## config.mk

```make
export PLATFORM = sky130hd
export DESIGN_NAME = serial_receive_control
export DESIGN_NICKNAME = d
export VERILOG_FILES = /design/src/common/serial_rx_pkg.sv /design/src/design/serial_receive_control.sv
export VERILOG_INCLUDE_DIRS = /design/src /design/src/common
export SDC_FILE = /design/constraint.sdc
export NUM_CORES = 1
export LEC_CHECK = 0
export BUFFER_PORTS_ARGS = -buffer_cell sky130_fd_sc_hd__buf_2
export CORE_UTILIZATION = 43
export DETAILED_ROUTE_END_ITERATION = 6
export GPL_ROUTABILITY_DRIVEN = 1
export PLACE_DENSITY = 0.7
export SLEW_MARGIN = 20
export SYNTH_ARGS = -nofsm -noshare
export SYNTH_HDL_FRONTEND = slang
export SYNTH_SLANG_ARGS = --single-unit
```

## constraint.sdc

```tcl
create_clock -name clk -period 3.45 [get_ports clk]
set_clock_uncertainty 0.2 [all_clocks]
set_input_delay 0.1725 -clock clk [delete_from_list [all_inputs] [get_ports clk]]
set_output_delay 0.1725 -clock clk [all_outputs]
set_load 0.005 [all_outputs]
```

## src/common/serial_rx_cfg.svh

```systemverilog
`ifndef SERIAL_RX_CFG_SVH
`define SERIAL_RX_CFG_SVH

// Register byte offsets on the bus.
`define OFS_CTRL       8'h00
`define OFS_MODE       8'h04
`define OFS_BAUD       8'h08
`define OFS_DATA       8'h0c
`define OFS_IRQ_STAT   8'h10
`define OFS_IRQ_MASK   8'h14

// Control register field positions.
`define CTRL_PORT_EN   7
`define CTRL_NINE      6
`define CTRL_SINGLE    5
`define CTRL_CONT      4
`define CTRL_ADDR_DET  3
`define CTRL_FRAME_ERR 2
`define CTRL_OVERRUN   1
`define CTRL_NINTH     0

// Mode register field positions.
`define MODE_SYNC      0
`define MODE_MASTER    1

// Interrupt status and mask field positions.
`define IRQ_RX_LOAD    0
`define IRQ_FRAME      1
`define IRQ_OVERRUN    2

// Reset values.
`define CTRL_RESET     8'h00
`define MODE_RESET     2'h0
`define MASK_RESET     3'h0

// Timing: clock rate, default line rate and the derived bit period less one.
`define CLK_HZ         50000000
`define BAUD_RATE      115200
`define BAUD_DIV       ((`CLK_HZ / `BAUD_RATE) - 1)

`endif

```

## src/common/serial_rx_pkg.sv

```systemverilog
package serial_rx_pkg;

	typedef enum logic [1:0]
	{
		RX_IDLE  = 2'b00,
		RX_START = 2'b01,
		RX_DATA  = 2'b10,
		RX_STOP  = 2'b11
	} rx_state_t;

	typedef logic [8:0] rx_word_t;

endpackage

```

## src/design/serial_receive_control.sv

```systemverilog
// Operation
// - Enable bit hands data and clock pins to the port; cleared holds port in reset.
// - Nine-bit select picks nine data bits per frame, else eight.
// - Sync master: single-receive takes one word, then hardware clears it; else ignored.
// - Async: continuous-receive bit enables or disables the receiver.
// - Sync: continuous-receive runs word after word and overrides single-receive.
// - Async nine-bit with address detect: load and interrupt only if ninth bit set.
// - Async nine-bit without address detect: accept all, ninth bit to software.
// - Async eight-bit: address detect ignored, every frame received.
// - Bad stop bit flags framing error, updated at next loaded frame, read-only.
// - Frame arriving over unread data sets overrun only while continuous-receive is set; clearing continuous-receive clears it.
`include "serial_rx_cfg.svh"
`timescale 1ns/100ps
`default_nettype none

module serial_receive_control
#(
	parameter logic [15:0] BAUD_DIV_RESET = 16'(`BAUD_DIV)
)
(
	// Clock, reset and clock enable.
	input  wire logic                   clk,
	input  wire logic                   arst_n,
	input  wire logic                   ce,
	// Classic Wishbone slave.
	input  wire logic                   wb_cyc_i,
	input  wire logic                   wb_stb_i,
	input  wire logic                   wb_we_i,
	input  wire logic [7:0]             wb_adr_i,
	input  wire logic [3:0]             wb_sel_i,
	input  wire logic [31:0]            wb_dat_i,
	output logic                        wb_ack_o,
	output logic      [31:0]            wb_dat_o,
	// Serial line pins.
	input  wire logic                   rx_data_pin,
	input  wire logic                   tx_clock_pin_i,
	output logic                        tx_clock_pin_o,
	output logic                        tx_clock_pin_oe,
	// Interrupt.
	output logic                        irq
);
	import serial_rx_pkg::*;

	rx_state_t                  state_reg;
	rx_state_t                  state_next;
	logic       [7:0]           ctrl_reg;
	logic       [1:0]           mode_reg;
	logic       [15:0]          baud_reg;
	logic       [2:0]           stat_reg;
	logic       [2:0]           mask_reg;
	logic       [15:0]          cnt_reg;
	logic       [3:0]           bit_reg;
	rx_word_t                   receive_shift_register_reg;
	rx_word_t                   receive_buffer_reg;
	logic                       valid_reg;
	logic                       rx_s1_reg;
	logic                       rx_s2_reg;
	logic                       ck_s1_reg;
	logic                       ck_s2_reg;
	logic                       ck_s3_reg;

	// Bus decode.
	wire        req         = wb_cyc_i & wb_stb_i & ~wb_ack_o;
	// Writes land at the edge where the master samples ack, as a classic cycle expects.
	wire        wr          = wb_cyc_i & wb_stb_i & wb_we_i & wb_ack_o;
	wire        rd          = req & ~wb_we_i;
	wire        hit_ctrl    = wb_adr_i == `OFS_CTRL;
	wire        hit_mode    = wb_adr_i == `OFS_MODE;
	wire        hit_baud    = wb_adr_i == `OFS_BAUD;
	wire        hit_data    = wb_adr_i == `OFS_DATA;
	wire        hit_stat    = wb_adr_i == `OFS_IRQ_STAT;
	wire        hit_mask    = wb_adr_i == `OFS_IRQ_MASK;
	wire        wr_ctrl     = wr & hit_ctrl & wb_sel_i[0];
	wire        pop         = rd & hit_data;

	// Mode decode.
	wire        port_enable               = ctrl_reg[`CTRL_PORT_EN];
	wire        nine_bit_rx_select        = ctrl_reg[`CTRL_NINE];
	wire        single_receive_enable     = ctrl_reg[`CTRL_SINGLE];
	wire        continuous_receive_enable = ctrl_reg[`CTRL_CONT];
	wire        address_detect_enable     = ctrl_reg[`CTRL_ADDR_DET];
	wire        framing_error_flag        = ctrl_reg[`CTRL_FRAME_ERR];
	wire        overrun_error_flag        = ctrl_reg[`CTRL_OVERRUN];
	wire        sync_mode   = mode_reg[`MODE_SYNC];
	wire        master_mode = mode_reg[`MODE_MASTER];
	wire        sync_master = sync_mode & master_mode;

	// An overrun stalls the receiver until software clears continuous-receive.
	wire        rx_run = port_enable & ~overrun_error_flag &
		(continuous_receive_enable | (sync_master & single_receive_enable));

	wire        tick        = cnt_reg == 16'h0000;
	wire        ck_rise     = ck_s2_reg & ~ck_s3_reg;
	wire        sample      = sync_mode ? (sync_master ? (tick & ~tx_clock_pin_o) : ck_rise)
		: tick;
	wire [3:0]  last_bit    = nine_bit_rx_select ? 4'h8 : 4'h7;
	wire        frame_done  = (state_reg == RX_STOP) & (sync_mode | tick);
	wire        bad_stop    = ~sync_mode & ~rx_s2_reg;
	wire        addr_reject = ~sync_mode & nine_bit_rx_select & address_detect_enable
		& ~receive_shift_register_reg[8];
	wire        accept      = frame_done & ~addr_reject;
	wire        load        = accept & (~valid_reg | pop);
	wire        overrun_set = accept & valid_reg & ~pop;
	wire        single_done = frame_done & sync_master & ~continuous_receive_enable;

	function automatic logic [2:0] w1c_update(input logic [2:0] cur, input logic [2:0] set,
		input logic [2:0] clr);
		w1c_update = set | (cur & ~clr);
	endfunction

	wire [2:0]  stat_set = {overrun_set, load & bad_stop, load};
	wire [2:0]  stat_clr = (wr & hit_stat & wb_sel_i[0]) ? wb_dat_i[2:0] : 3'h0;

	// Receiver sequencing.
	always_comb
	begin
		state_next = state_reg;
		unique case (state_reg)
			RX_IDLE:
				if (sync_mode)
					state_next = RX_DATA;
				else if (~rx_s2_reg)
					state_next = RX_START;
			RX_START:
				if (tick)
					state_next = rx_s2_reg ? RX_IDLE : RX_DATA;
			RX_DATA:
				if (sample && bit_reg == last_bit)
					state_next = RX_STOP;
			RX_STOP:
				if (frame_done)
					state_next = RX_IDLE;
		endcase
		if (!rx_run)
			state_next = RX_IDLE;
	end

	wire [31:0] rd_data =
		hit_ctrl ? {24'h000000, ctrl_reg[7:1], receive_buffer_reg[8]} :
		hit_mode ? {30'h0, mode_reg} :
		hit_baud ? {16'h0000, baud_reg} :
		hit_data ? {23'h0, receive_buffer_reg} :
		hit_stat ? {29'h0, stat_reg} :
		hit_mask ? {29'h0, mask_reg} : 32'h00000000;

	// Wishbone answer: one wait state, unmapped addresses answer with zero.
	always_ff @(posedge clk or negedge arst_n)
	begin
		if (!arst_n)
		begin
			wb_ack_o <= 1'b0;
			wb_dat_o <= 32'h00000000;
		end
		else if (ce)
		begin
			wb_ack_o <= req;
			if (rd)
				wb_dat_o <= rd_data;
		end
	end

	// Software control; hardware clears single-receive and raises the error flags.
	always_ff @(posedge clk or negedge arst_n)
	begin
		if (!arst_n)
		begin
			ctrl_reg <= `CTRL_RESET;
			mode_reg <= `MODE_RESET;
			baud_reg <= BAUD_DIV_RESET;
			mask_reg <= `MASK_RESET;
		end
		else if (ce)
		begin
			if (wr_ctrl)
				ctrl_reg[7:3] <= wb_dat_i[7:3];
			else if (single_done)
				ctrl_reg[`CTRL_SINGLE] <= 1'b0;
			if (!port_enable || !continuous_receive_enable)
				ctrl_reg[`CTRL_OVERRUN] <= 1'b0;
			else if (overrun_set)
				ctrl_reg[`CTRL_OVERRUN] <= 1'b1;
			if (!port_enable)
				ctrl_reg[`CTRL_FRAME_ERR] <= 1'b0;
			else if (load)
				ctrl_reg[`CTRL_FRAME_ERR] <= bad_stop;
			if (wr & hit_mode & wb_sel_i[0])
				mode_reg <= wb_dat_i[1:0];
			if (wr & hit_baud & wb_sel_i[0])
				baud_reg[7:0] <= wb_dat_i[7:0];
			if (wr & hit_baud & wb_sel_i[1])
				baud_reg[15:8] <= wb_dat_i[15:8];
			if (wr & hit_mask & wb_sel_i[0])
				mask_reg <= wb_dat_i[2:0];
		end
	end

	// Sticky events: a new event wins over a clear in the same cycle.
	always_ff @(posedge clk or negedge arst_n)
	begin
		if (!arst_n)
		begin
			stat_reg <= 3'h0;
			irq      <= 1'b0;
		end
		else if (ce)
		begin
			stat_reg <= port_enable ? w1c_update(stat_reg, stat_set, stat_clr) : 3'h0;
			irq      <= port_enable & |(stat_reg & mask_reg);
		end
	end

	// Pin synchronisers.
	always_ff @(posedge clk or negedge arst_n)
	begin
		if (!arst_n)
		begin
			rx_s1_reg <= 1'b1;
			rx_s2_reg <= 1'b1;
			ck_s1_reg <= 1'b0;
			ck_s2_reg <= 1'b0;
			ck_s3_reg <= 1'b0;
		end
		else if (ce)
		begin
			rx_s1_reg <= rx_data_pin;
			rx_s2_reg <= rx_s1_reg;
			ck_s1_reg <= tx_clock_pin_i;
			ck_s2_reg <= ck_s1_reg;
			ck_s3_reg <= ck_s2_reg;
		end
	end

	// Bit timing. The start bit is checked at half a period so later samples land mid-bit.
	always_ff @(posedge clk or negedge arst_n)
	begin
		if (!arst_n)
			cnt_reg <= 16'h0000;
		else if (ce)
		begin
			if (state_next != state_reg && state_next == RX_START)
				cnt_reg <= {1'b0, baud_reg[15:1]};
			else if (state_reg == RX_IDLE || tick)
				cnt_reg <= baud_reg;
			else
				cnt_reg <= cnt_reg - 16'h0001;
		end
	end

	// Shift logic and the generated clock of synchronous master mode.
	always_ff @(posedge clk or negedge arst_n)
	begin
		if (!arst_n)
		begin
			state_reg                  <= RX_IDLE;
			bit_reg                    <= 4'h0;
			receive_shift_register_reg <= 9'h000;
			tx_clock_pin_o             <= 1'b0;
			tx_clock_pin_oe            <= 1'b0;
		end
		else if (ce)
		begin
			state_reg       <= state_next;
			tx_clock_pin_oe <= port_enable & sync_master;
			if (state_reg == RX_DATA && sync_master && tick)
				tx_clock_pin_o <= ~tx_clock_pin_o;
			else if (state_reg != RX_DATA)
				tx_clock_pin_o <= 1'b0;
			if (state_reg != RX_DATA)
				bit_reg <= 4'h0;
			else if (sample)
			begin
				bit_reg                             <= bit_reg + 4'h1;
				receive_shift_register_reg[bit_reg] <= rx_s2_reg;
			end
			if (state_next == RX_DATA && state_reg != RX_DATA)
				receive_shift_register_reg <= 9'h000;
		end
	end

	// Receive buffer: one word plus its ninth bit, read pops it.
	always_ff @(posedge clk or negedge arst_n)
	begin
		if (!arst_n)
		begin
			receive_buffer_reg <= 9'h000;
			valid_reg          <= 1'b0;
		end
		else if (ce)
		begin
			if (!port_enable)
				valid_reg <= 1'b0;
			else if (load)
			begin
				valid_reg          <= 1'b1;
				receive_buffer_reg <= nine_bit_rx_select ? receive_shift_register_reg
					: {1'b0, receive_shift_register_reg[7:0]};
			end
			else if (pop)
				valid_reg <= 1'b0;
		end
	end
endmodule

`default_nettype wire

```

==> metrics.md, run 1 <==
| Metric | Value |
|---|---|
| Clk root buf | `clkbuf_16` |
| Top Ports | `88` |
| Diodes inserted | `0` |
| Critical Path AT | `2.99 ns` |
| Yosys cell types | `59` |
| Post_cts resized | `0` |
| Grt ovf | `0` |
| Final Total Pwr | `2.33 mW` |
| Initial antenna violation count | `0` |
| Die area | `12500 um^2` |
| H-tree depth | `3` |
| Inserted Clock Buffers | `9` |
| Hpwl dp | `8580 um` |
| Setup violations, final | `0` |
| TritonCTS clock tree | `done` |
| Largest fanout on the critical path | `16` |
| Pin count of the biggest net entering global routing | `67` |
| First-pass GRT wire length | `20300 um` |
| Cell taking the most area after synthesis | `dfrtp_1` |
| Nets | `668` |
| Cell chain of the critical path | `inv_1, ha_1, nor3b_1, buf_4, and3_1, a31oi_2, o32ai_4, o21ai_4, mux2i_1, o21ai_1` |
| GPL Wtd Cong | `0.855` |
| Yosys warns | `0` |
| FILL cells | `1047` |
| Synth area leaders | `dfrtp_1 44%, mux2_2 7.8%, nand2_1 5.4%, o21ai_0 4.5%, mux2i_1 3.9%` |
| Worst setup margin | `0.531 ns` |
| Cells after Synth | `538` |
| Final ANT Viol Nets | `0` |
| Max Slew Vio Count | `0` |
| Die Width | `112 um` |
| Highest cell delay on the worst timing path | `0.43 ns` |
| Clk Latency, worst-skew pair | `0.35 ns` |
| Pint | `1.77 mW` |
| Starting Density | `44.7%` |
| Crit end category | `flop` |
| Initial DRC Count | `287` |
| Failing checks | `DRC` |
| Max cap viols | `0` |
| DRC errors left | `11` |
| Clk buf depth | `2` |
| CTS clk-pin slew, worst paths | `0.07 ns` |
| Synth-to-layout area growth | `16.9%` |
| Combinational share of power | `6.7%` |
| Final Hold Vio Count | `0` |
| Req. time, crit path | `3.52 ns` |
| Clk sinks | `97` |
| Sequential cell area | `2440 um^2` |
| DRT Pass-1 Iters | `7` |
| Fmax | `0.343 GHz` |
| Vias per inst | `5.54` |
| Setup TNS Final | `0 ns` |
| Clock Power Share | `42.4%` |
| Post-synthesis sequential area ratio | `47.2%` |
| Post-synth EDFFs | `0` |
| Max VDD drop | `295 uV` |
| Unrepaired setup endpoints after global routing | `no` |
| Worst-Margin Slew | `0.841 ns` |
| Commonest cells after routing, fill and taps aside | `90 x dfrtp_1, 74 x nand2_1, 52 x buf_2` |
| Leakage | `2.87 nW` |
| Most common cell after layout, fill and taps aside | `dfrtp_1` |
| Worst path slowest cell | `dfrtp_1` |
| CP startpoint kind | `flop` |
| Core ar. | `11600 um^2` |
| Crit path time final | `2.92 ns` |
| Register bit total from synthesis | `97` |
| Worst min path class | `primary input to flop` |
| Die height | `112 um` |
| GRT Total Usage | `20.7%` |
| Syn Std Cell Area | `5170 um^2` |
| Rel. slew slack | `43.4%` |
| Vias in the first global route | `4072` |
| Switching Share | `23.9%` |
| Synth top area share | `43.6%` |
| Area of the multi-input gates | `2510 um^2` |
| DR WL/cell | `16.1 um` |
| Routed vias | `4203` |
| Period Utilization, post-route | `84.6%` |
| Syn avg cell area | `9.60 um^2` |
| IO Port Bufs | `53` |
| Post-synth ARST share | `100%` |
| CP Class | `flop to flop` |
| Main synth FF type | `dfrtp_1` |
| Drt total wl | `12200 um` |
| FP Rows | `39` |
| Place WS | `0.596 ns` |
| Net switching power | `0.557 mW` |
| Sequential Power Share | `50.9%` |
| Status | `finished with violations` |
| Power per cell area | `386 nW/um^2` |
| Layout cells sized above 1 | `22.4%` |
## through the flow
stage	cell area, um^2	utilization, %	std cells	hold slack (ns)
finish	6040	52.2	758	0.00762
floorplan	5220	-	553	-0.323
detailed placement	5560	48.1	724	0.143
global route	6040	52.2	758	0.0157
CTS	6040	52.2	758	0.00644
global placement	5560	48.1	724	0.126
## critical path: cells and delay by family, from the launching register on
kind,cells,cell delay [ns]
DFF,1,0.43
buffers and inverters,2,0.27
AOI/OAI and AO/OA,4,1.05
muxes,1,0.18
adders and majority gates,1,0.18
and+or+nand+nor,2,0.52
## layout make-up
class                   count  area share, %
repair buffers             86           9.32
multi-input cells         402           41.6
well taps                 143           2.96
inverters                  15          0.932
clock buffers              12           4.41
flip-flops and latches     97           40.3
clock inverters             3          0.414
## routing by layer
layer,part of all wire (%),vias to the layer above,track usage [%]
met4,1.5,0,7.39
met5,0,-,0
met3,4.8,12,4.90
li1,-,2034,-
met1,47,2021,28.3
met2,46,136,32.3
## cells in the mapped netlist, types with 3 or more instances
library cell and n:
dfrtp_1 90, nand2_1 74, nor2_1 46, o21ai_0 46, a21oi_1 39, mux2_2 36, mux2i_1 20, buf_4 16
clkbuf_1 16, inv_1 15, nor3_1 15, nand3_1 10, a22o_1 9, dfstp_2 7, nor2b_1 7, xnor2_1 7
a22oi_1 6, a31oi_1 5, ha_1 5, o2bb2ai_1 5, buf_1 4, o22ai_1 4, and3_1 3, o21ai_1 3
o31ai_1 3, o41ai_1 3, xor2_1 3
## final timing paths
path / start / endpoint / slack, ns / cells past startpoint
setup reg to reg: cnt_reg[0] / cnt_reg[0] / 0.53 / 10
hold reg to reg: wb_dat_o[3] / wb_dat_o[3] / 0.27 / 2
min in group asynchronous: arst_n / bit_reg[0] / 0.27 / 2
setup / recovery: cnt_reg[0] / cnt_reg[0] / 0.53 / 10
max in group asynchronous: arst_n / baud_reg[0] / 1.95 / 3
hold / removal: wb_stb_i / wb_ack_o / 0.008 / 4
## power by group through the flow
stage / Clock (mW) / Sequential [mW] / Combinational, mW
2_1_floorplan: 0 / 1.20 / 0.0893
3_3_place_gp: 0 / 1.20 / 0.137
3_5_place_dp: 0 / 1.21 / 0.141
4_1_cts: 1.01 / 1.18 / 0.158
5_1_grt: 1.06 / 1.19 / 0.178
6_report: 0.988 / 1.18 / 0.157
## repair_timing
item	in CTS	in global routing
hold buffers	19	0
endpoints found under the hold margin	87	0
buffers inserted	0	0
## logic make-up (layout without fill, tap and decap cells)
logic type | after synthesis | count (layout) | synth area share (%)
simple gates | 175 | 175 | 15.5
fa+ha+maj | 5 | 5 | 1.21
buf+inv | 54 | 116 | 5.28
mux | 56 | 56 | 11.7
compound gates | 140 | 140 | 17.3
flops | 97 | 97 | 47.2
xor+xnor | 10 | 10 | 1.70
other cells | 1 | 16 | 0.0726
Power figures use the tool's default switching activity.
==> run 2: changes to the inputs <==
==> constraint.sdc (replaced) <==
create_clock -name clk -period 2.9 [get_ports clk]
set_clock_uncertainty 0.2 [all_clocks]
set_input_delay 0.145 -clock clk [delete_from_list [all_inputs] [get_ports clk]]
set_output_delay 0.145 -clock clk [all_outputs]
set_load 0.005 [all_outputs]
==> run 2 against run 1 <==
  * The run still ends with DRC left
  * Flip-flop and latch count unchanged
  * Power up 22%
  * Global-route usage increased by 0.30 points
  * Highest routed layer unchanged
  * Critical path type unchanged
  * First-iteration DRC count is 31% lower
==> metrics.md, run 2 (synthesis gave the netlist of run 1 again) <==
| Metric | Value |
|---|---|
| Status | `finished with violations (unchanged)` |
| Failing checks | `DRC (unchanged)` |
| Max Slew Vio Count | `0 (unchanged)` |
| Initial DRC Count | `199 (was 287)` |
| Post-route cell area | `6150 um^2 (was 6040 um^2)` |
| Die Width | `112 um (unchanged)` |
| Clk sinks | `97 (unchanged)` |
| Die height | `112 um (unchanged)` |
| CP startpoint kind | `flop (unchanged)` |
| Top Ports | `88 (unchanged)` |
| Setup violations, final | `0 (unchanged)` |
| Inserted Clock Buffers | `9 (unchanged)` |
| Crit path time final | `2.73 ns (was 2.92 ns)` |
| FP Rows | `39 (unchanged)` |
| Setup TNS Final | `0 ns (unchanged)` |
| Pin count of the biggest net entering global routing | `87 (was 67)` |
| Most common cell after layout, fill and taps aside | `dfrtp_1 (unchanged)` |
| Hold path endpoint | `wb_dat_o[1] (was wb_ack_o)` |
| IO Port Bufs | `53 (unchanged)` |
| Nets | `678 (was 668)` |
| H-tree depth | `3 (unchanged)` |
| Clk root buf | `clkbuf_16 (unchanged)` |
| Routed vias | `4283 (was 4203)` |
| CTS clk-pin slew, worst paths | `0.07 ns (about the same)` |
| Unrepaired setup endpoints after global routing | `no (unchanged)` |
| Synth-to-layout area growth | `19.1% (was 16.9%)` |
| Power per cell area | `462 nW/um^2 (was 386 nW/um^2)` |
| FILL cells | `1000 (was 1047)` |
| Final ANT Viol Nets | `0 (unchanged)` |
| Grt ovf | `0 (unchanged)` |
| DRT Pass-1 Iters | `7 (unchanged)` |
| Starting Density | `44.7% (unchanged)` |
| Commonest cells after routing, fill and taps aside | `90 x dfrtp_1, 74 x nand2_1, 52 x buf_2 (unchanged)` |
| TritonCTS clock tree | `done (unchanged)` |
| Reg-to-Reg Start | `cnt_reg[10] (was cnt_reg[0])` |
| # Post-CTS Setup Buffers | `0 (unchanged)` |
| R2R depth | `7 (was 10)` |
| Reg-to-Reg End | `cnt_reg[3] (was cnt_reg[0])` |
| Worst min path class | `primary input to flop (unchanged)` |
| DRC errors left | `11 (unchanged)` |
| Req. time, crit path | `2.93 ns (was 3.52 ns)` |
| Vias in the first global route | `4150 (was 4072)` |
| First-pass GRT wire length | `20800 um (was 20300 um)` |
| Final Hold Vio Count | `0 (unchanged)` |
| Vias per inst | `5.57 (was 5.54)` |
| Hpwl dp | `9000 um (was 8580 um)` |
| Largest fanout on the critical path | `16 (unchanged)` |
| Core ar. | `11600 um^2 (unchanged)` |
| Area post-placement | `5610 um^2 (was 5560 um^2)` |
| CP Class | `flop to flop (unchanged)` |
| Reg2Reg Setup Slack | `0.17 ns (was 0.53 ns)` |
| Period Utilization, post-route | `94.0% (was 84.6%)` |
| Critical Path AT | `2.75 ns (was 2.99 ns)` |
| Min-delay src | `wb_adr_i[6] (was wb_stb_i)` |
| Fmax | `0.367 GHz (was 0.343 GHz)` |
| GPL Wtd Cong | `0.838 (was 0.855)` |
| Die area | `12500 um^2 (unchanged)` |
| GRT Total Usage | `21.0% (was 20.7%)` |
| Worst-Margin Slew | `0.793 ns (was 0.841 ns)` |
| Initial antenna violation count | `0 (unchanged)` |
| Max VDD drop | `277 uV (was 295 uV)` |
| Leakage | `2.92 nW (was 2.87 nW)` |
| Clk Latency, worst-skew pair | `0.36 ns (was 0.35 ns)` |
| Rel. slew slack | `47.1% (was 43.4%)` |
| Max cap viols | `0 (unchanged)` |
| Hold path cells | `4 (unchanged)` |
| Diodes inserted | `0 (unchanged)` |
| Layout cells sized above 1 | `23.5% (was 22.4%)` |
| WHS | `0.0125 ns (was 0.00762 ns)` |
| Crit end category | `flop (unchanged)` |
| Drt total wl | `12400 um (was 12200 um)` |
| DR WL/cell | `16.1 um (about the same)` |
| Clk buf depth | `2 (unchanged)` |
==> run 2: cell types whose count changed in the layout (fill, tap and decap cells not counted) <==
cell / change
clkinv_4: -1
bufinv_16: +1
buf_4: +6
nor3b_1: -1
clkbuf_8: -3
buf_6: +1
dlygate4sd3_1: +3
nor3_2: -1
nor3_4: +1
inv_8: +1
nor3b_2: +1
inv_6: +3
==> run 2: final cells by class <==
class,count,area [um^2],area share (%)
Multi-Input combinational cell,402,2520,41.0
Sequential cell,97,2440,39.6
Timing Repair Buffer,96,649,10.6
Clock buffer,9,225,3.66
Tap cell,143,179,2.91
Clock inverter,7,83.8,1.36
Inverter,15,56.3,0.915
==> run 2: timing repair <==
item                                    CTS  global route
endpoints found under the setup margin    0            34
hold buffers                             22             0
gates resized for setup                   0             2
endpoints found under the hold margin   110             0
==> run 2: worst max-delay path, cell delays in order (launching register included) <==
cell and delay, ns:
dfrtp_1 0.45, or4_4 0.58, or3_4 0.37, a211oi_2 0.22
o32ai_4 0.14, o21ai_4 0.27, mux2i_1 0.27, a21oi_1 0.09
==> run 2: worst max-delay path by stage <==
stage / endpoint / slack (ns) / cells past startpoint / startpoint
floorplan: cnt_reg[15] / 0.25 / 9 / cnt_reg[0]
global placement: cnt_reg[2] / 0.17 / 7 / cnt_reg[10]
detailed placement: cnt_reg[13] / 0.11 / 9 / cnt_reg[0]
CTS: cnt_reg[13] / 0.08 / 9 / cnt_reg[0]
global route: cnt_reg[13] / 0.02 / 9 / cnt_reg[0]
finish: cnt_reg[3] / 0.17 / 7 / cnt_reg[10]
==> run 2: through the flow <==
stage                     util [%]  instances  setup slack (ns)  total power [mW]
final                         53.2        769             0.174              2.85
after global routing          53.2        769            0.0242              2.95
after CTS                     53.1        769            0.0750              2.87
after detailed placement      48.5        731             0.110              1.60
after global placement        48.5        731             0.166              1.60
after floorplan                  -        553             0.254              1.53
==> run 2: power by group <==
group | total (mW) | internal, mW | switching, mW | leakage (nW)
clock | 1.24 | 0.685 | 0.559 | 0.149
combinational | 0.191 | 0.0816 | 0.110 | 1.49
sequential | 1.41 | 1.38 | 0.0296 | 1.28
==> run 2: layer usage <==
| metal | vias up | global-route usage (%) | part of all wire, % |
|---|---|---|---|
| met4 | 0 | 8.74 | 2.6 |
| met5 | - | 0 | 0 |
| met3 | 25 | 4.35 | 4.9 |
| met1 | 2078 | 27.1 | 45 |
| li1 | 2046 | - | - |
| met2 | 134 | 34.5 | 47 |
